### src/design/bsm_pkg.sv
// Purpose: Shared constants for boot strap mode selection
// Assumes: Three strap pins, pulled-up reads as one
// Notes: Codes listed as {bit2,bit1,bit0}
package bsm_pkg;
  localparam int unsigned STRAP_W = 3;
  localparam logic [2:0] SERIAL_LOAD_CODE = 3'h4;
  localparam logic [2:0] TWO_WIRE_RUN_CODE = 3'h1;
  localparam logic [2:0] FOUR_WIRE_RUN_CODE = 3'h0;
  localparam logic [2:0] BREAK_DETECT_CODE = 3'h2;
  localparam logic [2:0] FACTORY_RESTORE_CODE = 3'h3;
  // Release delay after reset, in cycles, before strap capture
  localparam int unsigned SETTLE_CYCLES = 4;
  localparam int unsigned SETTLE_W = 3;
  localparam logic [SETTLE_W-1:0] SETTLE_LAST = 3'h3;
  localparam logic [SETTLE_W-1:0] SETTLE_ZERO = 3'h0;
  localparam logic [2:0] STRAP_RST = 3'h0;

  typedef enum logic [2:0]
  {
    BSM_SERIAL_LOAD_BOOT = 3'b000,
    BSM_RUN_WITH_TWO_WIRE_DEBUG = 3'b001,
    BSM_RUN_WITH_FOUR_WIRE_DEBUG = 3'b010,
    BSM_BREAK_DETECT_BOOT = 3'b011,
    BSM_FACTORY_RESTORE_BOOT = 3'b100
  } bsm_flow_t;

  typedef enum logic [1:0]
  {
    BSM_ST_SETTLE = 2'b00,
    BSM_ST_DECIDE = 2'b01,
    BSM_ST_DONE = 2'b10
  } bsm_state_t;
endpackage

### src/design/bsm_boot_strap_select.sv
// Purpose: Capture boot strap levels and choose the boot flow
// Assumes: Strap and receive inputs synchronous to clk_in
// Notes: Outputs settle once done_out rises
//        Strap and rx motion after the decision is ignored
//
// Functional notes
// RULE1 - Sample three strap pins at power-up
// RULE2 - Hold code in register before release
// RULE3 - Code 100 waits forever for serial load
// RULE4 - Host must change straps to leave loading
// RULE5 - Code 001 gives two-wire debug only
// RULE6 - Code 000 gives four-wire debug run
// RULE7 - Code 010 checks break, load or run
// RULE8 - Code 011 starts factory image restore
// RULE9 - Board pulls straps down, suggested values
// RULE10 - Strap bit two reused as output only
// RULE11 - Strap bits zero, one never general use
// RULE12 - Pull-up is one; unknown codes four-wire
`timescale 1ns/10ps
`default_nettype none
module bsm_boot_strap_select
  import bsm_pkg::*;
(
  input wire logic clk_in, // 250 MHz clock
  input wire logic rst_n_in, // Async reset, active low
  input wire logic clk_en_in, // Freezes all state when low
  input wire logic [bsm_pkg::STRAP_W-1:0] boot_strap_in, // Strap pin levels
  input wire logic serial_rx_in, // First serial port receive line
  output logic done_out, // Boot decision made
  output logic [bsm_pkg::STRAP_W-1:0] strap_code_out, // Held strap code
  output var bsm_pkg::bsm_flow_t flow_out, // Selected boot flow
  output logic serial_load_out, // Wait for serial code load
  output logic functional_out, // Run functional image
  output logic factory_restore_out, // Start factory restore
  output logic four_wire_debug_out, // Debug pins in four-wire mapping
  output logic two_wire_debug_out, // Debug pins in two-wire mapping
  output logic strap2_reusable_out, // Bit 2 pin free for output use
  output logic strap01_general_out // Bits 0/1 offered as general pins
);
  import bsm_pkg::*;

  // ----------------------------------------
  // Strap capture
  // ----------------------------------------
  bsm_state_t state_q, state_d;
  logic [SETTLE_W-1:0] settle_q, settle_d;
  logic [STRAP_W-1:0] code_q;
  bsm_flow_t flow_q;
  logic load_q, run_q, restore_q, four_q;
  bsm_flow_t dec_flow;
  logic dec_four;

  // Settle window gives the board pulls time to charge the strap pins;
  // a heavily loaded strap with a weak pull may need a longer window
  wire settle_end = (settle_q == SETTLE_LAST);
  wire capture = (state_q == BSM_ST_SETTLE) && settle_end && clk_en_in;
  wire decide = (state_q == BSM_ST_DECIDE) && clk_en_in;
  // Idle line reads high; low at decision is a break.
  // Single sample: a break that ends before the decide edge is missed,
  // traded for a detector with no timer of its own
  wire rx_break = !serial_rx_in;

  always_comb
  begin
    state_d = state_q;
    settle_d = settle_q;
    case (state_q)
      BSM_ST_SETTLE:
      begin
        settle_d = settle_q + 3'h1;
        if (settle_end)
        begin
          state_d = BSM_ST_DECIDE;
        end
      end
      BSM_ST_DECIDE: state_d = BSM_ST_DONE;
      BSM_ST_DONE: state_d = BSM_ST_DONE; // Only a new reset samples again
      default: state_d = BSM_ST_SETTLE;
    endcase
  end

  // Clock enable low holds the count, so a stalled boot decides late, never early
  always_ff @(posedge clk_in or negedge rst_n_in)
  begin
    if (!rst_n_in)
    begin
      state_q <= BSM_ST_SETTLE;
      settle_q <= SETTLE_ZERO;
    end
    else if (clk_en_in)
    begin
      state_q <= state_d;
      settle_q <= settle_d;
    end
  end

  // Straps caught once after release, never from reset itself
  always_ff @(posedge clk_in or negedge rst_n_in)
  begin
    if (!rst_n_in)
    begin
      code_q <= STRAP_RST;
    end
    else if (capture)
    begin
      code_q <= boot_strap_in; // see RULE1, RULE2, RULE12
    end
  end

  bsm_decode u_decode
  (
    .code_in(code_q),
    .flow_out(dec_flow),
    .four_wire_out(dec_four)
  );

  // ----------------------------------------
  // Flow decision
  // ----------------------------------------
  wire dec_load = (dec_flow == BSM_SERIAL_LOAD_BOOT) ||
                  ((dec_flow == BSM_BREAK_DETECT_BOOT) && rx_break); // see RULE3, RULE7
  wire dec_restore = (dec_flow == BSM_FACTORY_RESTORE_BOOT); // see RULE8
  wire dec_run = !dec_load && !dec_restore;

  // Decision registers load once; later strap or rx motion is ignored

  always_ff @(posedge clk_in or negedge rst_n_in)
  begin
    if (!rst_n_in)
    begin
      flow_q <= BSM_RUN_WITH_FOUR_WIRE_DEBUG;
      load_q <= 1'b0;
      run_q <= 1'b0;
      restore_q <= 1'b0;
      four_q <= 1'b1;
    end
    else if (decide)
    begin
      flow_q <= dec_flow; // see RULE2
      load_q <= dec_load; // No timeout: held until next reset, see RULE3, RULE4
      run_q <= dec_run;
      restore_q <= dec_restore;
      four_q <= dec_four; // see RULE5, RULE6
    end
  end

  // ----------------------------------------
  // Outputs
  // ----------------------------------------
  assign done_out = (state_q == BSM_ST_DONE);
  assign strap_code_out = code_q;
  assign flow_out = flow_q;
  assign serial_load_out = load_q;
  assign functional_out = run_q;
  assign factory_restore_out = restore_q;
  assign four_wire_debug_out = four_q;
  assign two_wire_debug_out = !four_q;
  assign strap2_reusable_out = done_out; // see RULE10
  assign strap01_general_out = 1'b0; // Shared with analog test, see RULE11
endmodule // bsm_boot_strap_select
`default_nettype wire

### src/design/bsm_decode.sv
// Purpose: Decode a held strap code into a flow and debug width
// Assumes: Code already held in a register
// Notes: Pure combinational
`timescale 1ns/10ps
`default_nettype none
module bsm_decode
  import bsm_pkg::*;
(
  input wire logic [bsm_pkg::STRAP_W-1:0] code_in, // Held strap code
  output var bsm_pkg::bsm_flow_t flow_out, // Selected boot flow
  output logic four_wire_out // Four-wire debug mapping
);
  import bsm_pkg::*;

  // Unassigned codes fall back to four-wire run
  function automatic bsm_flow_t bsm_flow_of(input logic [2:0] c);
    case (c)
      SERIAL_LOAD_CODE: bsm_flow_of = BSM_SERIAL_LOAD_BOOT; // see RULE3
      TWO_WIRE_RUN_CODE: bsm_flow_of = BSM_RUN_WITH_TWO_WIRE_DEBUG; // see RULE5
      FOUR_WIRE_RUN_CODE: bsm_flow_of = BSM_RUN_WITH_FOUR_WIRE_DEBUG; // see RULE6
      BREAK_DETECT_CODE: bsm_flow_of = BSM_BREAK_DETECT_BOOT; // see RULE7
      FACTORY_RESTORE_CODE: bsm_flow_of = BSM_FACTORY_RESTORE_BOOT; // see RULE8
      default: bsm_flow_of = BSM_RUN_WITH_FOUR_WIRE_DEBUG; // see RULE12
    endcase
  endfunction

  assign flow_out = bsm_flow_of(code_in);
  assign four_wire_out = (flow_out != BSM_RUN_WITH_TWO_WIRE_DEBUG); // see RULE5
endmodule // bsm_decode
`default_nettype wire

### config.mk
export PLATFORM = sky130hd
export DESIGN_NAME = bsm_boot_strap_select
export DESIGN_NICKNAME = d
export VERILOG_FILES = /design/src/design/bsm_pkg.sv /design/src/design/bsm_boot_strap_select.sv /design/src/design/bsm_decode.sv
export SDC_FILE = /design/constraint.sdc
export NUM_CORES = 1
export LEC_CHECK = 0
export BUFFER_PORTS_ARGS = -buffer_cell sky130_fd_sc_hd__buf_4
export CAP_MARGIN = 10
export CORE_MARGIN = 3
export CORE_UTILIZATION = 44
export CTS_CLUSTER_SIZE = 30
export DETAILED_ROUTE_END_ITERATION = 10
export PLACE_DENSITY = 0.71
export SLEW_MARGIN = 10
export SYNTH_ARGS = -nofsm -noshare
export SYNTH_HDL_FRONTEND = slang
export SYNTH_HIERARCHICAL = 1
export SYNTH_SLANG_ARGS = --single-unit
export TNS_END_PERCENT = 10
### constraint.sdc
create_clock -name clk_in -period 1.5 [get_ports clk_in]
set_input_delay 0.15 -clock clk_in [delete_from_list [all_inputs] [get_ports clk_in]]
set_output_delay 0.15 -clock clk_in [all_outputs]
set_load 0.02 [all_outputs]
* Word level (Yosys, flattened, before mapping)
Cells that the tools add are included.
** Storage, ports and cells
- Flip-flop bits (word level) :: 15
- Bits in latches :: 0
- RAM bits :: 0
- Memory bits (read-only) :: 0
- Input port bits :: 7
- Memories kept :: 0
** Operators by class
- Add/sub/neg operators :: 1
- Multipliers :: 0
- Div/mod/pow operators :: 0
- $lt $le $gt $ge :: 0
- Equal/unequal tests :: 11
- Shifts and indexed selects :: 0
- Mux-type cells :: 3
- Bitwise logic cells :: 0
- Reduce and logical (&&, ||, !) cells :: 15
** Operator list (count)
- $eq A3 B2 Y1 const B :: 4
- $pmux W3 S4 :: 1
- $eq A3 B3 Y1 const B :: 2
- $logic_and A1 B1 Y1 :: 5
- $logic_not A1 Y1 :: 4
- $pmux W2 S2 :: 1
- $reduce_and A2 Y1 :: 2
- $add A3 B1 Y3 const B :: 1
- $eq A3 B1 Y1 const B :: 1
- $logic_not A3 Y1 :: 1
- $ne A3 B1 Y1 const B :: 1
- $eq A2 B1 Y1 const B :: 1
- $eq A2 B2 Y1 const B :: 1
- $logic_not A2 Y1 :: 1
- $mux W2 :: 1
- $ne A2 B2 Y1 const B :: 1
- $reduce_or A2 Y1 :: 1
- $logic_or A1 B1 Y1 :: 1

* Logic depth before layout (Yosys ltp)
Gate-level depths: netlist (run 1).
- Word-level depth :: 7
- Mapped depth :: 5
- Gate-level depth less buffers :: 5

* Hierarchy
Netlist (run 1), hierarchy kept.
** By module, submodules not included
- bsm_boot_strap_select :: instances 1, cells an instance 55, area an instance 696.9 µm², sequential area each 377.9 µm²
- bsm_decode :: instances 1, cells an instance 7, area an instance 47.5 µm², sequential area each 0.0 µm²

* Worst setup path after synthesis (run 1)
No wires, ideal clock.
- Kind :: register to register
- Start point :: register settle_q[0]
- End point :: register state_q[0]
- Library setup time :: 125 ps
- Arrival time :: 1329 ps
- Data required time :: 1375 ps
- Path slack :: 46 ps
- Stages on the path, launching flop included :: 5
- Path through :: dfrtp_1 > ha_1 > ha_1 > o21ai_0 > mux2_2
** Between the ends
- Cells in the longest elaborated chain, start to end :: 3
** Ends and longest elaborated chain
- start, declared :: RTL line bsm_boot_strap_select.sv:46 : logic [SETTLE_W-1:0] settle_q, settle_d;
- start signal, assigned :: RTL line bsm_boot_strap_select.sv:93 : settle_q <= settle_d;
- $eq A3 B2 Y1 :: RTL line bsm_boot_strap_select.sv:55 : wire settle_end = (settle_q == SETTLE_LAST);
- $ne A2 B2 Y1 (no source line)
- $reduce_and A2 Y1 (no source line)
- end signal, assigned :: RTL line bsm_boot_strap_select.sv:92 : state_q <= state_d;
- end, declared :: RTL line bsm_boot_strap_select.sv:45 : bsm_state_t state_q, state_d;
Every way passes these cells.
A chain may end at the register's enable or synchronous reset.

* Worst setup path after layout (run 1)
- Start point :: register settle_q[0]
- End point :: register state_q[1]
The elaborated chain is that of the path after synthesis.

==> summary.txt, run 1 <==
GRT
  • GRT overflow: 0
  • GRT Overall Usage: 0.139
  • Initial antenna violation count: 0
  • Global-route wire length before repair: 2100 um
  • Vias in the first global route: 521
  • Pin count of the biggest net entering global routing: 16

Timing
  • Post-route clock skew: 0.00887 ns
  • Pins Over Slew Limit: 0
  • Tcrit/Tclk final: 0.938
  • Worst hold margin: 0.100 ns
  • Maximum clock rate: 711 MHz
  • Tmin final: 1.41 ns
  • Sum of negative setup slack: 0 ns
  • Final hold violation count: 0
  • Setup-failing EPs final: 0
  • RSZ-0062 raised after global routing: no

Detailed routing
  • Via count: 521
  • Routed length per instance: 11.7 um
  • DR DRC count: 0
  • Final Routed Wirelength: 1200 um
  • Iteration-0 DRC Markers: 2
  • Vias per cell: 5.11
  • Pre-antenna DRT Iters: 4
  • Post-route ant nets: 0

Cells and area
  • Filler cell count: 128
  • Fin util: 0.614
  • P&R area growth vs syn: 27.2%
  • Final #Nets: 100
  • Most common cell after layout, fill and taps aside: buf_4
  • Diodes inserted: 0
  • Layout cells sized above 1: 0.477
  • Reg area: 378 um2
  • Multi-input combinational cell area: 337 um2
  • Most frequent cells in the layout: buf_4, dfrtp_1, mux2_2

Clocking
  • Clock Tree Buf Depth: 2
  • Root Driver: clkbuf_4
  • Clock transition at the registers of the reported paths: 0.08 ns
  • CTS buffer count: 3
  • Clk Latency, worst-skew pair: 0.28 ns
  • CTS tree: built
  • Htree depth: 1
  • Clock sink count: 15

Power and ir drop
  • Leak pwr: 0.000471 uW
  • Power Density: 2200 mW/mm2
  • VDD IR-drop max: 0.00116 V

Floorplan
  • Initial Util: 0.483
  • # IOs: 21
  • Standard-cell row count: 14
  • Die Ht: 47.1 um
  • Total core area: 0.00154 mm2
  • Die area: 0.00222 mm2
  • Die Wd: 47.1 um

Yosys
  • Count of state elements after synthesis: 15
  • Avg Cell Area, Syn: 12.0 um2
  • Simple-gate share of the synthesized area: 0.106
  • Cell variety after synth: 20
  • Top cells by area, synth: dfrtp_1, mux2_2, ha_1
  • Post-synth top area cell: dfrtp_1
  • Synthesized cell area: 744 um2
  • Post-synth top area share: 0.437
  • Mux share of post-synthesis cell area: 0.151
  • Mapped Nets: 75
  • Compound-cell area share of the yosys netlist: 0.0605
  • Yosys warning count: 6
  • Sequential area share after synthesis: 0.508
  • Post-synthesis xor/xnor area fraction: 0.0235
  • Largest family of logic cells by synthesized area: multiplexers
  • Cell count after synthesis: 62
  • Post-Synth Adder-Cell Area: 0.101

Status
  • Status: complete, no violations

Critical path
  • Crit Path Category: reg -> reg
  • Critical Path Start Type: register
  • Worst EP arrival: 1.57 ns
  • Req. time, crit path: 1.67 ns
  • Crit-path max FO: 2
  • Element type at the critical path end: register

Place
  • DPL Wire Length: 963 um
  • Routability congestion estimate from global placement: 0.730
  • IO buf count: 19

Min path
  • Worst Hold Class: in -> reg

Job
  • MaxCap Viol Count: 0
==> logic make-up (layout without fill, tap and decap cells) <==
group,count (synthesis),count (layout)
buffers and inverters,7,31
xor gates and xnor gates,2,2
muxes,10,10
DFF,15,15
other,1,1
and+or+nand+nor,14,14
adders and majority gates,6,6
AOI/OAI and AO/OA,7,7
==> metal layers <==
metal / track usage / wire length, um
met5: 0 / 0
met4: 0.0497 / 14
met3: 0.0690 / 99
met2: 0.233 / 604
met1: 0.152 / 478
==> sequential cells by signal, summed over array words and instances, names as in the netlist <==
register             cells
four_wire_debug_out      1
factory_restore_out      1
serial_load_out          1
functional_out           1
strap_code_out           3
state_q                  2
flow_out                 3
settle_q                 3
==> area by class of cell <==
type                    instances  share of cell area
clock buffers                   4              0.0277
inverters                       5              0.0198
well taps                      16              0.0211
repair buffers                 22               0.177
multi-input cells              40               0.355
flip-flops and latches         15               0.399
==> per-stage QoR <==
step                      worst slack [ns]  area (um2)  total power (uW)  cells
after floorplan                     0.0463         744              1480     62
after global placement              0.0337         907              1850     97
after detailed placement           -0.0237         907              1880     97
after CTS                           0.0576         943              2110    102
after global routing                0.0340         947              2290    102
final                               0.0936         947              2090    102
==> cells in the mapped netlist (all sizes together) <==
| cell | count |
|---|---|
| mux2 | 10 |
| nor2b | 1 |
| a22o | 2 |
| nand2 | 3 |
| buf | 2 |
| dfrtp | 13 |
| inv | 5 |
| and2 | 1 |
| ha | 6 |
| dfstp | 2 |
| conb | 1 |
| nand3 | 1 |
| nor3 | 3 |
| o21ai | 3 |
| nand3b | 1 |
| xnor2 | 2 |
| nor2 | 3 |
| a21oi | 2 |
| nand2b | 1 |
==> power by group <==
part | leakage, uW | internal [uW] | switching [uW] | total [uW]
Combinational | 0.000274 | 555 | 558 | 1110
Clock | 0.0000150 | 103 | 122 | 226
Sequential | 0.000182 | 609 | 138 | 747
==> repair_timing <==
action                                  4_1_cts  5_1_grt
resized for setup                             1        1
buffers inserted                              0        0
pin swaps                                     0        0
endpoints found under the setup margin        2        2
endpoints found under the hold margin        15        0
hold buffers                                  1        0
==> worst max-delay path, stage by stage, from the launching register on <==
cell and delay (ns):
dfrtp_1 0.38, ha_1 0.19, ha_1 0.20, o21ai_2 0.17, mux2_2 0.34
==> worst paths after layout <==
kind                                       start             endpoint  slack, ns  depth (start not counted)
worst max-delay path                 settle_q[0]           state_q[1]       0.09                          4
worst min register to register       settle_q[2]          settle_q[2]       0.49                          2
max in group asynchronous               rst_n_in  four_wire_debug_out       1.02                          2
worst min-delay path            boot_strap_in[1]    strap_code_out[1]       0.10                          2
min in group asynchronous               rst_n_in          flow_out[2]       0.24                          2
worst max register to register       settle_q[0]           state_q[1]       0.09                          4
Power figures use the tool's default switching activity.
==> inputs of run 2 (changes only) <==
- RECOVER_POWER: not set -> 100
==> run 2 against run 1 <==
  * Sequential share of layout area up 2.5 points
  * Critical path depth unchanged
  * Final cell count unchanged
  * Highest routed layer unchanged
  * Total power down 7.3%
  * Clock skew down 0.0012 ns
  * Die area unchanged
  * Register-to-register slack about the same
  * Setup slack about the same
  * Global-route usage unchanged
  * Fmax about the same
  * Clock power about the same
==> summary.txt, run 2 (synthesis gave the netlist of run 1 again) <==
Detailed routing
  • DR DRC count: 0
  • Iteration-0 DRC Markers: 2
  • Post-route ant nets: 0
  • Vias per cell: 5.10
  • Pre-antenna DRT Iters: 4
  • Via count: 520
  • Final Routed Wirelength: 1210 um
  • Routed length per instance: 11.9 um

Timing
  • Tmin final: 1.41 ns
  • Maximum clock rate: 711 MHz
  • Final hold violation count: 0
  • Slew HR: 0.486
  • Worst hold margin: 0.101 ns
  • RSZ-0062 raised after global routing: no
  • Post-route clock skew: 0.00769 ns
  • Tcrit/Tclk final: 0.937
  • Pins Over Slew Limit: 0
  • Setup-failing EPs final: 0
  • Final WS setup: 0.0940 ns
  • Worst-Margin Slew: 0.770 ns

Floorplan
  • Standard-cell row count: 14
  • Die area: 0.00222 mm2
  • # IOs: 21
  • Die Ht: 47.1 um
  • Total core area: 0.00154 mm2
  • Die Wd: 47.1 um
  • Initial Util: 0.483

Critical path
  • Worst path max stage delay: 0.38 ns
  • CP bufs+invs: 0
  • Element type at the critical path end: register
  • Crit Path Category: reg -> reg
  • Req. time, crit path: 1.67 ns
  • Worst EP arrival: 1.57 ns
  • Critical Path Start Type: register
  • Crit path max-delay family: adder cells
  • Crit-path max FO: 2
  • Most used cell, CP: ha_1
  • Worst path slowest cell: dfrtp_1
  • CP Cell Sequence: ha_1 -> ha_1 -> o21ai_2 -> mux2_2

Place
  • Placed Area: 907 um2
  • IO buf count: 19
  • DPL Wire Length: 963 um
  • Place WS: -0.0237 ns
  • Routability congestion estimate from global placement: 0.730

GRT
  • Pin count of the biggest net entering global routing: 16
  • GRT Overall Usage: 0.139
  • Initial antenna violation count: 0
  • Vias in the first global route: 521
  • Global-route wire length before repair: 2100 um
  • GRT overflow: 0

Cells and area
  • Most frequent cells in the layout: clkbuf_1, dfrtp_1, mux2_2
  • Final #Nets: 100
  • P&R area growth vs syn: 19.7%
  • Final instance area: 891 um2
  • Layout cells sized above 1: 0.302
  • Fin util: 0.578
  • Diodes inserted: 0
  • Most common cell after layout, fill and taps aside: clkbuf_1

Clocking
  • Clock transition at the registers of the reported paths: 0.08 ns
  • Root Driver: clkbuf_4
  • Post-CTS Setup Bufs: 0
  • Htree depth: 1
  • CTS buffer count: 3
  • Clock sink count: 15
  • Clock Tree Buf Depth: 2
  • CTS tree: built
  • Clk Latency, worst-skew pair: 0.28 ns

Power and ir drop
  • Leak pwr: 0.000415 uW
  • Internal cell power: 1130 uW
  • VDD IR-drop max: 0.00110 V
  • Sw frac: 0.417
  • Combinational Power Share: 0.506
  • Clk pwr share: 0.116
  • Power, Total: 1930 uW
  • Sequential Power Share: 0.379
  • Net switching power: 807 uW
  • Power Density: 2170 mW/mm2

Job
  • MaxCap Viol Count: 0

Status
  • Status: complete, no violations

Min path
  • Worst Hold Class: in -> reg
run 2: cell count changes in the layout (fill, tap and decap cells not counted), sizes merged:
cell    before  now
clkbuf       4   18
buf         21    7
run 2: layout make-up:
cell class | instances | area [um2]
fill | 138 | 651
sequential | 15 | 378
multi-input combinational | 40 | 329
timing repair buffer | 22 | 119
clock buffer | 4 | 26.3
tap | 16 | 20.0
inverter | 5 | 18.8
run 2: path summary, 6_finish.rpt:
| kind | start | to | slack, ns | cells past startpoint |
|---|---|---|---|---|
| worst max-delay path | settle_q[0] | state_q[1] | 0.09 | 4 |
| worst min register to register | settle_q[2] | settle_q[2] | 0.49 | 2 |
| max in group asynchronous | rst_n_in | strap_code_out[2] | 0.56 | 2 |
| min in group asynchronous | rst_n_in | flow_out[2] | 0.45 | 2 |
| worst min-delay path | boot_strap_in[1] | strap_code_out[1] | 0.10 | 2 |
| worst max register to register | settle_q[0] | state_q[1] | 0.09 | 4 |
run 2: per-layer routing:
metal  up-vias  share of wire  wire length, um  global-route usage
met3         2          0.088              106              0.0690
met1       250           0.40              489               0.152
met5         -              0                0                   0
li1        255              -                -                   -
met2        13           0.50              599               0.233
met4         0          0.012               14              0.0497
run 2: power groups by stage:
stage / clock (uW) / sequential [uW] / combinational (uW)
after floorplan: 0 / 888 / 590
after global placement: 0 / 752 / 1100
after detailed placement: 0 / 759 / 1120
after CTS: 238 / 750 / 1130
after global routing: 260 / 766 / 1110
final: 224 / 732 / 978
run 2: what timing repair did:
item	CTS	global route
setup endpoints to repair	2	2
endpoints found under the hold margin	15	0
gates cloned	0	0
hold buffers	1	0
gates resized for setup	1	1
run 2: per-stage QoR:
step | setup TNS, ns | std cells
2_1_floorplan | 0 | 62
3_3_place_gp | 0 | 97
3_5_place_dp | -0.0418 | 97
4_1_cts | 0 | 102
5_1_grt | 0 | 102
6_report | 0 | 102
